==> config.mk <==
export PLATFORM = sky130hd
export DESIGN_NAME = ipn_ctrl
export DESIGN_NICKNAME = d
export VERILOG_FILES = /design/src/hdl/ipn_pkg.sv /design/src/hdl/ipn_rx_if.sv /design/src/hdl/ipn_verify.sv /design/src/hdl/ipn_tx_seq.sv /design/src/hdl/ipn_ctrl.sv
export VERILOG_INCLUDE_DIRS = /design/src /design/src/hdl
export SDC_FILE = /design/constraint.sdc
export NUM_CORES = 1
export LEC_CHECK = 0
export CAP_MARGIN = 10
export CORE_ASPECT_RATIO = 0.9
export CORE_MARGIN = 8
export CORE_UTILIZATION = 55
export DETAILED_ROUTE_END_ITERATION = 16
export DONT_BUFFER_PORTS = 1
export GPL_TIMING_DRIVEN = 0
export HOLD_SLACK_MARGIN = 0.05
export PLACE_DENSITY = 0.7
export SLEW_MARGIN = 20
export SYNTH_ARGS = -nofsm -noshare
export SYNTH_HDL_FRONTEND = slang
export SYNTH_SLANG_ARGS = --single-unit
==> constraint.sdc <==
create_clock -name clk_in -period 2.5 [get_ports clk_in]
set_input_delay 0.25 -clock clk_in [delete_from_list [all_inputs] [get_ports clk_in]]
set_output_delay 0.25 -clock clk_in [all_outputs]
set_load 0.02 [all_outputs]
==> src/hdl/ipn_defines.svh <==
// constants for the in-band parameter negotiation engine
`ifndef IPN_DEFINES_SVH
`define IPN_DEFINES_SVH
// wishbone register byte offsets
`define IPN_REG_CTRL      4'h0
`define IPN_REG_STATUS    4'h4
`define IPN_REG_PARAM_LO  4'h8
`define IPN_REG_PARAM_HI  4'hC
// control bit positions
`define IPN_CTRL_GO       0
`define IPN_CTRL_CALLING  1
`define IPN_CTRL_ACCEPT   2
`define IPN_CTRL_REENTER  3
`define IPN_CTRL_DISC     4
`define IPN_CTRL_NEWRATE  5
`define IPN_CTRL_UPKEEP   6
`define IPN_CTRL_NOREENT  7
// octet codings
`define IPN_OCT_XBEGIN    8'hE6
`define IPN_OCT_VERSION   8'hEA
`define IPN_OCT_SET0      8'hE0
`define IPN_OCT_UPKEEP    8'hEE
`define IPN_OCT_READY     8'hFA
`define IPN_OCT_IDLE      8'hFE
`define IPN_OCT_INACT     8'hFF
`define IPN_OCT_FILL      8'hFB
`define IPN_OCT_LOW       8'hA0
`define IPN_OCT_HIGH      8'hB0
// repetition counts
`define IPN_CMD_REPEAT    6'd32
`define IPN_PAIR_REPEAT   2'd3
`define IPN_VERIFY_RUN    6'd4
// timers in ms, cycles at 10 MHz (100 ns)
`define IPN_CLK_NS        100
`define IPN_T1_MS         10
`define IPN_T2_MS         5
`define IPN_T1_CYC        ((`IPN_T1_MS * 1000000) / `IPN_CLK_NS)
`define IPN_T2_CYC        ((`IPN_T2_MS * 1000000) / `IPN_CLK_NS)
`endif

==> src/hdl/ipn_pkg.sv <==
// types for the in-band parameter negotiation engine
package ipn_pkg;
  typedef enum logic [3:0] {
    IPN_IDLE    = 4'b0000,
    IPN_XBEGIN  = 4'b0001,
    IPN_WAITX   = 4'b0010,
    IPN_SEND    = 4'b0011,
    IPN_FILL    = 4'b0100,
    IPN_READY   = 4'b0101,
    IPN_RESYNC  = 4'b0110,
    IPN_NOEXCH  = 4'b0111,
    IPN_DATA    = 4'b1000,
    IPN_REENT   = 4'b1001,
    IPN_CLEAR   = 4'b1010
  } ipn_state_e;
  typedef logic [7:0] ipn_octet_t;
endpackage

==> src/hdl/ipn_rx_if.sv <==
// octet verification results passed from checker to controller
`timescale 1ns/1ps
interface ipn_rx_if;
  logic [7:0] cmd;
  logic       cmd_valid;
  modport chk (output cmd, output cmd_valid);
  modport ctl (input cmd, input cmd_valid);
endinterface

==> src/hdl/ipn_verify.sv <==
// persistence checker for received command and status octets
`timescale 1ns/1ps
`include "ipn_defines.svh"
module ipn_verify
  import ipn_pkg::*;
(
  input  wire logic       clk_in,
  input  wire logic       rst_n_in,
  input  wire logic [7:0] octet_in,
  input  wire logic       octet_stb_in,
  ipn_rx_if.chk           rx
);
  logic [7:0] last_r;
  logic [5:0] run_r;
  // count identical octets, restart on difference
  always_ff @(posedge clk_in) begin
    if (!rst_n_in) begin
      last_r       <= 8'h00;
      run_r        <= 6'd0;
      rx.cmd       <= 8'h00;
      rx.cmd_valid <= 1'b0;
    end else begin
      rx.cmd_valid <= 1'b0;
      if (octet_stb_in) begin
        last_r <= octet_in;
        if (octet_in != last_r) begin
          run_r <= 6'd1;
        end else if (run_r != 6'h3F) begin
          run_r <= run_r + 6'd1;
          if (run_r + 6'd1 == `IPN_VERIFY_RUN && octet_in[7] && octet_in[6]) begin
            rx.cmd       <= octet_in;
            rx.cmd_valid <= 1'b1;
          end
        end
      end
    end
  end
  verify_once_a: assert property (@(posedge clk_in) disable iff (!rst_n_in)
    rx.cmd_valid |=> !rx.cmd_valid) else $error("verified pulse too long");
endmodule // ipn_verify

==> src/hdl/ipn_tx_seq.sv <==
// octet sequencer for command runs and tripled data pairs
`timescale 1ns/1ps
`include "ipn_defines.svh"
module ipn_tx_seq
  import ipn_pkg::*;
(
  input  wire logic       clk_in,
  input  wire logic       rst_n_in,
  input  wire logic       start_in,
  input  wire logic [7:0] cmd_in,
  input  wire logic [7:0] data_in,
  input  wire logic       has_data_in,
  input  wire logic       take_in,
  output logic [7:0]      octet_out,
  output logic            done_out
);
  logic [5:0] cnt_r;
  logic [1:0] pair_r;
  logic       half_r;
  logic       busy_r;
  logic       data_r;
  logic [7:0] oct_r;
  logic [7:0] oct_nxt;
  // octet on the wire after this edge, so the parent's output register moves in step with each take
  always_comb begin
    oct_nxt = oct_r;
    if (start_in) begin
      oct_nxt = cmd_in;
    end else if (busy_r && take_in) begin
      if (!data_r) begin
        if (cnt_r == `IPN_CMD_REPEAT - 6'd1) begin
          oct_nxt = has_data_in ? (`IPN_OCT_LOW | {4'h0, data_in[3:0]}) : `IPN_OCT_INACT;
        end
      end else if (!half_r) begin
        oct_nxt = `IPN_OCT_HIGH | {4'h0, data_in[7:4]};
      end else if (pair_r == `IPN_PAIR_REPEAT - 2'd1) begin
        oct_nxt = `IPN_OCT_INACT; // no stale high octet between groups
      end else begin
        oct_nxt = `IPN_OCT_LOW | {4'h0, data_in[3:0]};
      end
    end
  end
  assign octet_out = oct_nxt;
  // run of commands then three low-high pairs
  always_ff @(posedge clk_in) begin
    if (!rst_n_in) begin
      cnt_r <= 6'd0; pair_r <= 2'd0; half_r <= 1'b0;
      busy_r <= 1'b0; data_r <= 1'b0; done_out <= 1'b0;
      oct_r <= `IPN_OCT_INACT;
    end else begin
      done_out <= 1'b0;
      oct_r    <= oct_nxt;
      if (start_in) begin
        busy_r <= 1'b1; cnt_r <= 6'd0; pair_r <= 2'd0;
        half_r <= 1'b0; data_r <= 1'b0;
      end else if (busy_r && take_in) begin
        if (!data_r) begin
          if (cnt_r == `IPN_CMD_REPEAT - 6'd1) begin
            if (has_data_in) begin
              data_r <= 1'b1;
            end else begin
              busy_r <= 1'b0; done_out <= 1'b1;
            end
          end else begin
            cnt_r <= cnt_r + 6'd1;
          end
        end else if (!half_r) begin
          half_r <= 1'b1;
        end else if (pair_r == `IPN_PAIR_REPEAT - 2'd1) begin
          busy_r <= 1'b0; done_out <= 1'b1;
        end else begin
          half_r <= 1'b0; pair_r <= pair_r + 2'd1;
        end
      end
    end
  end
  low_first_a: assert property (@(posedge clk_in) disable iff (!rst_n_in)
    (busy_r && data_r && take_in && !half_r) |=> oct_r[4]) else $error("high not after low");
endmodule // ipn_tx_seq

==> src/hdl/ipn_ctrl.sv <==
// negotiation controller driving the peer adaptor link from wishbone registers
//
// The placing of the registers and the Wishbone interface to the registers were chosen for this implementation.
`timescale 1ns/1ps
`include "ipn_defines.svh"
module ipn_ctrl
  import ipn_pkg::*;
#(
  parameter int T1_CYC = `IPN_T1_CYC,
  parameter int T2_CYC = `IPN_T2_CYC
) (
  input  wire logic        clk_in,
  input  wire logic        rst_n_in,
  input  wire logic        wb_cyc_in,
  input  wire logic        wb_stb_in,
  input  wire logic        wb_we_in,
  input  wire logic [3:0]  wb_adr_in,
  input  wire logic [31:0] wb_dat_in,
  input  wire logic [3:0]  wb_sel_in,
  output logic [31:0]      wb_dat_out,
  output logic             wb_ack_out,
  input  wire logic [7:0]  link_octet_in,
  input  wire logic        link_octet_stb_in,
  input  wire logic        link_take_in,
  input  wire logic        link_sync_in,
  input  wire logic        link_s_on_in,
  input  wire logic        link_x_on_in,
  output logic [7:0]       link_octet_out,
  output logic             link_s_on_out,
  output logic             link_x_on_out,
  output logic             link_clear_out,
  output logic             link_default_out
);
  ipn_rx_if rx ();
  ipn_state_e state_r;
  logic [7:0]  ctrl_r;
  logic [31:0] plo_r, phi_r;
  logic        orig_r, reentry_r, fail_r, compat_r, restart_r;
  logic        vseen_r;
  logic [2:0]  grp_r;
  logic        seq_start_r;
  logic [7:0]  seq_cmd, seq_data, seq_oct;
  logic        seq_has, seq_done;
  logic [31:0] t1_r, t2_r;
  logic        t1_on_r, t2_on_r;
  logic        wb_hit;

  // command verification
  ipn_verify u_verify (
    .clk_in       (clk_in),
    .rst_n_in     (rst_n_in),
    .octet_in     (link_octet_in),
    .octet_stb_in (link_octet_stb_in),
    .rx           (rx.chk)
  );

  // group octet selection: version, five setting groups, upkeep
  always_comb begin
    seq_cmd  = `IPN_OCT_XBEGIN;
    seq_data = 8'h00;
    seq_has  = 1'b1;
    case (grp_r)
      3'd0:    begin seq_cmd = `IPN_OCT_VERSION; seq_data = plo_r[7:0]; end
      3'd6:    begin seq_cmd = `IPN_OCT_UPKEEP; seq_data = phi_r[15:8]; end
      3'd7:    begin seq_cmd = `IPN_OCT_XBEGIN; seq_has = 1'b0; end
      default: begin
        seq_cmd  = `IPN_OCT_SET0 | {4'h0, 1'b0, grp_r - 3'd1};
        seq_data = (grp_r == 3'd1) ? {plo_r[15:14], ctrl_r[`IPN_CTRL_UPKEEP], plo_r[12:8]}
                 : (grp_r == 3'd2) ? plo_r[23:16]
                 : (grp_r == 3'd3) ? plo_r[31:24]
                 : (grp_r == 3'd4) ? phi_r[7:0] : phi_r[7:0] ^ phi_r[23:16];
      end
    endcase
  end

  // transmit sequencer
  ipn_tx_seq u_seq (
    .clk_in      (clk_in),
    .rst_n_in    (rst_n_in),
    .start_in    (seq_start_r),
    .cmd_in      (seq_cmd),
    .data_in     (seq_data),
    .has_data_in (seq_has),
    .take_in     (link_take_in),
    .octet_out   (seq_oct),
    .done_out    (seq_done)
  );

  // wishbone slave, one wait state
  assign wb_hit = wb_cyc_in && wb_stb_in && !wb_ack_out;
  always_ff @(posedge clk_in) begin
    if (!rst_n_in) begin
      wb_ack_out <= 1'b0;
      wb_dat_out <= 32'h0000_0000;
      ctrl_r     <= 8'h00;
      plo_r      <= 32'h0000_0000;
      phi_r      <= 32'h0000_0000;
    end else begin
      wb_ack_out <= wb_hit;
      ctrl_r[`IPN_CTRL_GO]      <= 1'b0;
      ctrl_r[`IPN_CTRL_REENTER] <= 1'b0;
      ctrl_r[`IPN_CTRL_NEWRATE] <= ctrl_r[`IPN_CTRL_NEWRATE];
      if (wb_hit && wb_we_in && wb_sel_in[0]) begin
        case (wb_adr_in)
          `IPN_REG_CTRL:     ctrl_r <= wb_dat_in[7:0];
          `IPN_REG_PARAM_LO: plo_r  <= wb_dat_in;
          `IPN_REG_PARAM_HI: phi_r  <= wb_dat_in;
          default:           ;
        endcase
      end
      case (wb_adr_in)
        `IPN_REG_CTRL:     wb_dat_out <= {24'h0, ctrl_r};
        `IPN_REG_STATUS:   wb_dat_out <= {16'h0, rx.cmd, fail_r, reentry_r, orig_r, 1'b0, state_r};
        `IPN_REG_PARAM_LO: wb_dat_out <= plo_r;
        `IPN_REG_PARAM_HI: wb_dat_out <= phi_r;
        default:           wb_dat_out <= 32'h0000_0000;
      endcase
    end
  end

  // negotiation and block timers
  always_ff @(posedge clk_in) begin
    if (!rst_n_in || state_r == IPN_IDLE) begin
      t1_r <= 32'd0; t2_r <= 32'd0;
    end else begin
      if (t1_on_r && t1_r != T1_CYC[31:0]) t1_r <= t1_r + 32'd1;
      if (t2_on_r && t2_r != T2_CYC[31:0]) t2_r <= t2_r + 32'd1;
    end
  end

  // peer version seen while our begin run is still going; the run is finished first
  always_ff @(posedge clk_in) begin
    if (!rst_n_in || state_r != IPN_XBEGIN) begin
      vseen_r <= 1'b0;
    end else if (rx.cmd_valid && rx.cmd == `IPN_OCT_VERSION) begin
      vseen_r <= 1'b1;
    end
  end

  // negotiation state machine
  always_ff @(posedge clk_in) begin
    if (!rst_n_in) begin
      state_r <= IPN_IDLE; orig_r <= 1'b0; reentry_r <= 1'b0;
      fail_r <= 1'b0; grp_r <= 3'd7; seq_start_r <= 1'b0;
      t1_on_r <= 1'b0; t2_on_r <= 1'b0; restart_r <= 1'b0; compat_r <= 1'b0;
    end else begin
      seq_start_r <= 1'b0;
      if (ctrl_r[`IPN_CTRL_DISC]) begin
        state_r <= IPN_CLEAR;
      end else if (t1_on_r && t1_r == T1_CYC[31:0] && state_r != IPN_DATA) begin
        state_r <= IPN_DATA; t1_on_r <= 1'b0;
      end else if (t2_on_r && t2_r == T2_CYC[31:0] && state_r != IPN_DATA) begin
        state_r <= IPN_DATA; t2_on_r <= 1'b0;
      end else begin
        case (state_r)
          IPN_IDLE: if (ctrl_r[`IPN_CTRL_GO]) begin
            reentry_r <= 1'b0; t2_on_r <= 1'b1;
            orig_r <= ctrl_r[`IPN_CTRL_CALLING];
            if (ctrl_r[`IPN_CTRL_CALLING]) begin
              state_r <= IPN_XBEGIN; grp_r <= 3'd7; seq_start_r <= 1'b1; t1_on_r <= 1'b1;
            end else state_r <= IPN_WAITX;
          end
          IPN_XBEGIN: if (seq_done && vseen_r) begin
            state_r <= IPN_SEND; grp_r <= 3'd0; seq_start_r <= 1'b1;
          end else if (seq_done) seq_start_r <= 1'b1;
          IPN_WAITX: if (link_s_on_in && link_x_on_in) state_r <= IPN_DATA;
            else if (rx.cmd_valid && rx.cmd == `IPN_OCT_XBEGIN) begin
              state_r <= IPN_SEND; grp_r <= 3'd0; seq_start_r <= 1'b1; t1_on_r <= 1'b1;
            end
          IPN_SEND: if (seq_done) begin
            if (grp_r == 3'd5 && !ctrl_r[`IPN_CTRL_UPKEEP]) state_r <= IPN_FILL;
            else if (grp_r == 3'd6) state_r <= IPN_FILL;
            else begin grp_r <= grp_r + 3'd1; seq_start_r <= 1'b1; end
          end
          IPN_FILL: begin
            if (restart_r || (rx.cmd_valid && rx.cmd == `IPN_OCT_XBEGIN && !orig_r)) begin
              restart_r <= 1'b0; orig_r <= 1'b1;
              state_r <= IPN_XBEGIN; grp_r <= 3'd7; seq_start_r <= 1'b1;
            end else if (orig_r && rx.cmd_valid && rx.cmd == `IPN_OCT_READY) begin
              reentry_r <= 1'b1;
              state_r <= ctrl_r[`IPN_CTRL_NEWRATE] ? IPN_RESYNC : IPN_DATA;
            end else if (!orig_r && rx.cmd_valid && rx.cmd == `IPN_OCT_FILL) begin
              compat_r <= ctrl_r[`IPN_CTRL_ACCEPT];
              if (ctrl_r[`IPN_CTRL_ACCEPT]) begin
                state_r <= IPN_READY; grp_r <= 3'd7;
              end else if (plo_r[7:4] == 4'h0) begin
                fail_r <= 1'b1; state_r <= IPN_CLEAR;
              end else begin
                orig_r <= 1'b1; state_r <= IPN_XBEGIN; grp_r <= 3'd7; seq_start_r <= 1'b1;
              end
            end
          end
          IPN_READY: if (link_take_in) begin
            reentry_r <= 1'b1; t1_on_r <= 1'b0; t2_on_r <= 1'b0;
            state_r <= ctrl_r[`IPN_CTRL_NEWRATE] ? IPN_RESYNC : IPN_DATA;
          end
          IPN_RESYNC: if (link_sync_in) begin
            if (link_s_on_in && link_x_on_in) state_r <= IPN_DATA;
            else if (!link_s_on_in && !link_x_on_in) state_r <= IPN_NOEXCH;
          end
          IPN_NOEXCH: if (link_s_on_in && link_x_on_in) state_r <= IPN_DATA;
          IPN_DATA: begin
            t1_on_r <= 1'b0; t2_on_r <= 1'b0;
            if (ctrl_r[`IPN_CTRL_REENTER] && reentry_r && !ctrl_r[`IPN_CTRL_NOREENT] && orig_r)
              state_r <= IPN_REENT;
            else if (!link_s_on_in && link_x_on_in && rx.cmd == `IPN_OCT_IDLE) begin
              state_r <= IPN_WAITX; orig_r <= 1'b0;
            end
          end
          IPN_REENT: if (!link_s_on_in && link_x_on_in && rx.cmd == `IPN_OCT_IDLE) begin
            state_r <= IPN_XBEGIN; grp_r <= 3'd7; seq_start_r <= 1'b1; t1_on_r <= 1'b1;
          end
          IPN_CLEAR: if (ctrl_r[`IPN_CTRL_GO]) state_r <= IPN_IDLE;
          default: state_r <= IPN_IDLE;
        endcase
        // sync loss after the case so a set beats the clear in the same cycle
        if (!link_sync_in && state_r != IPN_IDLE && state_r != IPN_DATA) restart_r <= 1'b1;
      end
    end
  end

  // link outputs
  always_ff @(posedge clk_in) begin
    if (!rst_n_in) begin
      link_octet_out <= 8'hFF; link_s_on_out <= 1'b0; link_x_on_out <= 1'b0;
      link_clear_out <= 1'b0; link_default_out <= 1'b0;
    end else begin
      link_clear_out   <= (state_r == IPN_CLEAR);
      link_default_out <= (state_r == IPN_DATA) && !compat_r && !reentry_r;
      link_s_on_out    <= (state_r == IPN_DATA) || (state_r == IPN_NOEXCH);
      link_x_on_out    <= (state_r != IPN_RESYNC) && (state_r != IPN_IDLE);
      case (state_r)
        IPN_XBEGIN, IPN_SEND: link_octet_out <= seq_oct;
        IPN_FILL:             link_octet_out <= `IPN_OCT_FILL;
        IPN_READY:            link_octet_out <= `IPN_OCT_READY;
        IPN_REENT:            link_octet_out <= `IPN_OCT_IDLE;
        IPN_IDLE:             link_octet_out <= 8'hFF;
        default:              link_octet_out <= `IPN_OCT_IDLE;
      endcase
    end
  end

  ack_drop_a: assert property (@(posedge clk_in) disable iff (!rst_n_in)
    wb_ack_out |=> !wb_ack_out) else $error("ack held twice");
  resync_off_a: assert property (@(posedge clk_in) disable iff (!rst_n_in)
    state_r == IPN_RESYNC |=> !link_s_on_out && !link_x_on_out) else $error("resync status wrong");
  noexch_on_a: assert property (@(posedge clk_in) disable iff (!rst_n_in)
    state_r == IPN_NOEXCH |=> link_s_on_out && link_x_on_out) else $error("no-exchange status wrong");
  fill_oct_a: assert property (@(posedge clk_in) disable iff (!rst_n_in)
    state_r == IPN_FILL |=> link_octet_out == `IPN_OCT_FILL) else $error("fill octet missing");
  ready_flag_a: assert property (@(posedge clk_in) disable iff (!rst_n_in)
    (state_r == IPN_READY && link_take_in && !ctrl_r[`IPN_CTRL_DISC]) |=> reentry_r) else $error("flag not set");
  clear_out_a: assert property (@(posedge clk_in) disable iff (!rst_n_in)
    state_r == IPN_CLEAR |=> link_clear_out) else $error("clear not driven");
  c_data: cover property (@(posedge clk_in) state_r == IPN_DATA);
  c_swap: cover property (@(posedge clk_in) state_r == IPN_FILL ##1 state_r == IPN_XBEGIN);
  c_resync: cover property (@(posedge clk_in) state_r == IPN_RESYNC ##1 state_r == IPN_NOEXCH);
endmodule // ipn_ctrl

# == Word-level counts from Yosys, hierarchy flattened ==
# Cells that the tools add are included.
# op_classes
eq_ne,88
bitwise_logic,15
n_addsub,7
reduce_logical,89
mux,121
# op_table
operator,n
$pmux W32 S4,1
$mux W4,25
$mux W8,9
$add A32 B1 Y32 const B,2
$mux W1,57
$pmux W4 S11,1
$mux W3,14
$ne A3 B3 Y1 const B,14
$eq A8 B8 Y1 const B,5
$logic_and A1 B1 Y1,34
$ne A2 B2 Y1 const B,17
$eq A32 B16 Y1 const B,1
$eq A32 B17 Y1 const B,1
$ne A32 B16 Y1 const B,1
$ne A32 B17 Y1 const B,1
$pmux W8 S4,1
$ne A5 B5 Y1 const B,6
$ne A6 B6 Y1 const B,5
$reduce_and A13 Y1,2
$pmux W8 S3,1
$eq A4 B3 Y1 const B,5
$eq A4 B4 Y1 const B,5
$pmux W3 S6,1
$reduce_and A9 Y1,2
49 further kinds,109
# totals
inputBits,58
register_bits,240
out_inout_bits,45
elab_cells,356

# == Longest topological paths before layout ==
# depth
ltp_word,12
mapped_depth,10
mapped_depth_nobuf,8

# == Cells and area by module ==
# A second synthesis with hierarchy kept.
# unflattened
cells_unflattened,1379
hier_area_um2,11652.4
# by_module_without_submodules
module,area_each_um2,n_inst,seq_area_each_um2,cells_per_inst
ipn_ctrl,9407.8,1,3943.8,1134
ipn_tx_seq,1126.1,1,400.4,125
ipn_verify,1118.6,1,460.4,120

# == Least setup slack after synthesis ==
# OpenSTA, ideal clock, no wires.
# synth_timing
path_type,register -> register
start,register state_r[2]
end,register restart_r
slack_ns,0.335
arrival_time_ns,2.094
setup_ns,0.070
synth_period_minus_slack_ns,2.165
stages_incl_launch_ff,10
required_time_ns,2.430
path_buffers,3
path_cell_list,dfxtp_1 -> buf_6 -> or4b_4 -> buf_6 -> nand2_2 -> nor3_2 -> or3_1 -> buf_2 -> or3_1 -> a21oi_1
# synth_between
elab_chain_len,5
word_cells_on_any_way,13
cone_classes,eq/ne: 2; mux: 1; bitwise: 2; reduce/logical: 8
# synth_lines
element,line,source
start: declaration,ipn_ctrl.sv:35,ipn_state_e state_r;
start signal: assignment,ipn_ctrl.sv:181,state_r <= ctrl_r[`IPN_CTRL_NEWRATE] ? IPN_RESYNC : IPN_DATA;
start signal: assignment,ipn_ctrl.sv:195,state_r <= ctrl_r[`IPN_CTRL_NEWRATE] ? IPN_RESYNC : IPN_DATA;
$reduce_bool A4 Y1,ipn_ctrl.sv:217,if (!link_sync_in && state_r != IPN_IDLE && state_r != IPN_DATA) restart_r <= 1'b1;
$logic_and A1 B1 Y1 (2 in a row),ipn_ctrl.sv:217,
$reduce_bool A2 Y1 (no line),n/a,
$reduce_and A5 Y1 (no line),n/a,
end signal: assignment,ipn_ctrl.sv:145,t1_on_r <= 1'b0; t2_on_r <= 1'b0; restart_r <= 1'b0; compat_r <= 1'b0;
end signal: assignment,ipn_ctrl.sv:177,restart_r <= 1'b0; orig_r <= 1'b1;
end signal: assignment,ipn_ctrl.sv:217,
end: declaration,ipn_ctrl.sv:38,"logic orig_r, reentry_r, fail_r, compat_r, restart_r;"
# Several ways; a longest one is shown, not always the timed one.
# A chain may end at the register's enable or synchronous reset.

# == Worst setup path after layout ==
# layout_timing
start,register u_verify.rx.cmd[0]
end,register grp_r[0]
# layout_between
elab_chain_len,6
word_cells_on_any_way,18
cone_classes,eq/ne: 9; mux: 2; reduce/logical: 7
# layout_lines
element,line,source
start: declaration,ipn_rx_if.sv:6,"modport chk (output cmd, output cmd_valid);"
start signal: assignment,ipn_verify.sv:31,rx.cmd <= octet_in;
$eq A8 B8 Y1 (no line),n/a,
$logic_and A1 B1 Y1 (no line),n/a,
$logic_and A1 B1 Y1,ipn_ctrl.sv:176,if (restart_r || (rx.cmd_valid && rx.cmd == `IPN_OCT_XBEGIN && !orig_r)) begin
$logic_or A1 B1 Y1,ipn_ctrl.sv:176,
"$ne A4 B4 Y1 (no line), or another cell as far along",n/a,
$reduce_and A16 Y1 (no line) / $pmux W3 S6 (equally long branches),n/a,
end signal: assignment,ipn_ctrl.sv:173,else begin grp_r <= grp_r + 3'd1; seq_start_r <= 1'b1; end
end signal: assignment,ipn_ctrl.sv:178,state_r <= IPN_XBEGIN; grp_r <= 3'd7; seq_start_r <= 1'b1;
end signal: assignment,ipn_ctrl.sv:185,state_r <= IPN_READY; grp_r <= 3'd7;
end: declaration,ipn_ctrl.sv:40,logic [2:0] grp_r;
# Several ways; a longest one is shown, not always the timed one.

==> flow_metrics.py <==
metrics = {
    "sta": {
        "fin_crit_ps": 2444,
        "clock.fmax_mhz": 409.1,
        "fin_tns_setup_ps": 0,
        "hold_viol_final": 0,
        "relSlewSlack_pct": 35.27,
        "tightest_slew_ps": 971.0,
        "post-route-period-util_pct": 97.78,
        "fin_skew_ps": 18.53,
        "maxSlewViolCount": 0,
        "holdWs_ps": 86.90,
        "setup_viol": 0,
    },
    "drt": {
        "vias": 10240,
        "ant_nets": 0,
        "detail_route.iter0.violations": 1138,
        "wl_um": 32900,
        "route.detailed.drc": 0,
        "dr.pass1.iters": 6,
        "viasPerCell": 6.040,
        "wire_per_inst_um": 19.40,
    },
    "pwr": {
        "power_density_nw_per_um2": 731.8,
        "total_power_w": 0.009642,
        "power_frac_seq_pct": 42.0,
        "netSwitchingPower_w": 0.002743,
        "p_int_w": 0.006899,
        "combPwrFrac_pct": 17.2,
        "power_switching_share_pct": 28.45,
        "peakVddDrop_mv": 0.5535,
        "power_leakage_nw": 4.362,
        "p_clk_share_pct": 40.8,
    },
    "yosys": {
        "syn-num-nets": 1420,
        "synth_edf_count": 0,
        "syn_inst": 1344,
        "avgSynthCellArea_um2": 8.389,
        "syn_area_um2": 11270,
        "synth_cell_types": 70,
        "ys_async_sr_fraction_pct": 0,
        "synth_flop_cell": "dfxtp_1",
        "synth_seq_cells": 240,
        "synth_seq_area_share_pct": 42.61,
        "yosysWarnings": 0,
    },
    "die": {
        "coreArea_um2": 20050,
        "start_util_pct": 56.24,
        "core.rowCount": 49,
        "floorplan.die.height_um": 151.8,
        "ioPinCount": 103,
        "die_w_um": 166.9,
        "fp.dieArea_um2": 25340,
    },
    "cells_and_area": {
        "layout.filler_cells": 1716,
        "nNetsFinal": 1499,
        "drive_gt1_share_pct": 7.431,
        "layout_common_cells": "dfxtp_1, nor2_1, nand2_1",
        "seq_area_um2": 4806,
        "synthToLayoutAreaGrowth_pct": 16.86,
        "multiInputGateArea_um2": 6173,
        "final_common_cell": "dfxtp_1",
    },
    "grt": {
        "antenna_found_initial": 1,
        "grt_pass1_vias": 9338,
        "grt_overflow": 0,
        "grt_pass1_wl_um": 51790,
        "grtUsageTotal_pct": 24.68,
        "grt_max_degree": 19,
    },
    "setup_path": {
        "crit_fanout": 8,
        "required_ps": 2910,
        "cp.arrival_ps": 2850,
        "critical_path_class": "reg -> reg",
        "r2r_slack_ps": 60,
        "critPathLaunchType": "flop",
        "crit_start": "u_verify.rx.cmd[0]$_SDFFE_PN0P_",
        "end_kind": "flop",
        "worstReg2RegStart": "u_verify.rx.cmd[0]$_SDFFE_PN0P_",
    },
    "clock_network": {
        "clk_pin_slew_ps": 60,
        "clk_path_buf_depth": 3,
        "root_buffer": "clkbuf_16",
        "tritoncts": "yes",
        "insertion_delay_ps": 530,
        "cts_max_level": 1,
        "cts_buffers": 25,
        "cts_sinks": 240,
    },
    "hold_path": {
        "min_path_type": "in -> reg",
        "hp-start": "rst_n_in",
    },
    "job": {
        "max-cap-violations": 0,
    },
    "run_status": {
        "status": "finished, final reports clean",
    },
    "placed_design": {
        "io_buffers": 0,
        "gp_congestion": 0.9649,
        "hpwlAfterDp_um": 23390,
    },
}
==> path summary, 6_finish.rpt <==
path / endpoint / cells after the start
min: wb_dat_out[0]$_SDFF_PN0_ / 2
min reg2reg: u_seq.oct_r[7]$_SDFF_PN1_ / 1
max: grp_r[0]$_SDFFE_PN1P_ / 7
max reg2reg: grp_r[0]$_SDFFE_PN1P_ / 7
==> synthesized netlist by cell type (35+ instances only) <==
| master | count | share of area [%] |
|---|---|---|
| nand2_1 | 136 | 4.5 |
| dfxtp_1 | 240 | 43 |
| inv_1 | 35 | 1.2 |
| a21oi_1 | 98 | 4.4 |
| mux2i_1 | 61 | 5.4 |
| nand3_1 | 40 | 1.8 |
| nor2_1 | 177 | 5.9 |
| xor2_1 | 39 | 3.0 |
| nor3_1 | 38 | 1.7 |
| clkbuf_1 | 66 | 2.2 |
| xnor2_1 | 36 | 2.8 |
| a22oi_1 | 41 | 2.7 |
==> power groups by stage <==
stage,clock network (W),logic (W),registers [W]
floorplan,0,0.00109,0.00409
global placement,0,0.00147,0.00411
detailed placement,0,0.00147,0.00411
CTS,0.00398,0.00158,0.00403
global route,0.00414,0.00181,0.00406
finish,0.00393,0.00166,0.00405
==> logic make-up after synthesis <==
family / after synthesis / synth area share [%]
compound gates: 265 / 14.77
xor+xnor: 75 / 5.826
fa+ha+maj: 18 / 1.998
buf+inv: 115 / 4.040
flops: 240 / 42.61
mux: 66 / 5.915
simple gates: 565 / 24.84
==> stage by stage <==
| step | worst slack (ps) | std cells | util (%) | area [um2] |
|---|---|---|---|---|
| after CTS | 11.84 | 1690 | 64.92 | 13020 |
| after global placement | -375.8 | 1599 | 57.83 | 11590 |
| after floorplan | 335.2 | 1344 | - | 11270 |
| after detailed placement | -421.0 | 1601 | 57.94 | 11620 |
| final | 55.51 | 1696 | 65.72 | 13180 |
| after global routing | -63.38 | 1696 | 65.72 | 13180 |
==> critical path: stages (launching register included) <==
cell       delay, ps
dfxtp_1          300
clkbuf_1         230
nand3b_1         280
nor3_1           380
o22ai_1          200
nor3_1           330
o2111ai_2        240
mux2_1           360
==> layout make-up <==
class / instances / area share [%]
Antenna cell: 1 / 0.01899
Buffer: 74 / 2.431
Clock buffer: 36 / 5.746
Clock inverter: 8 / 0.9212
Inverter: 38 / 1.083
Multi-Input combinational cell: 989 / 46.86
Sequential cell: 240 / 36.48
Tap cell: 255 / 2.422
Timing Repair Buffer: 55 / 4.046
==> state kept, by name, indices dropped and copies added, names as in the netlist, 8 cells and up <==
signal	cells
phi_r	32
plo_r	32
t1_r	32
t2_r	32
wb_dat_out	32
ctrl_r	8
link_octet_out	8
u_seq.oct_r	8
u_verify.last_r	8
u_verify.rx.cmd	8
==> what timing repair did <==
item	CTS	global route
setup endpoints to repair	36	51
setup buffers	1	7
pin swaps	2	8
resized for setup	13	34
hold endpoints to repair	91	0
hold buffers	45	0
==> routing by layer <==
metal  wire length, um  vias to the layer above  track usage (%)
met4               866                        0            6.687
met1             14780                     4806            35.27
met5                 0                        -                0
li1                  -                     4900                -
met2             14000                      473            36.41
met3              3253                       64            5.828
(Power assumes the default switching activity.)
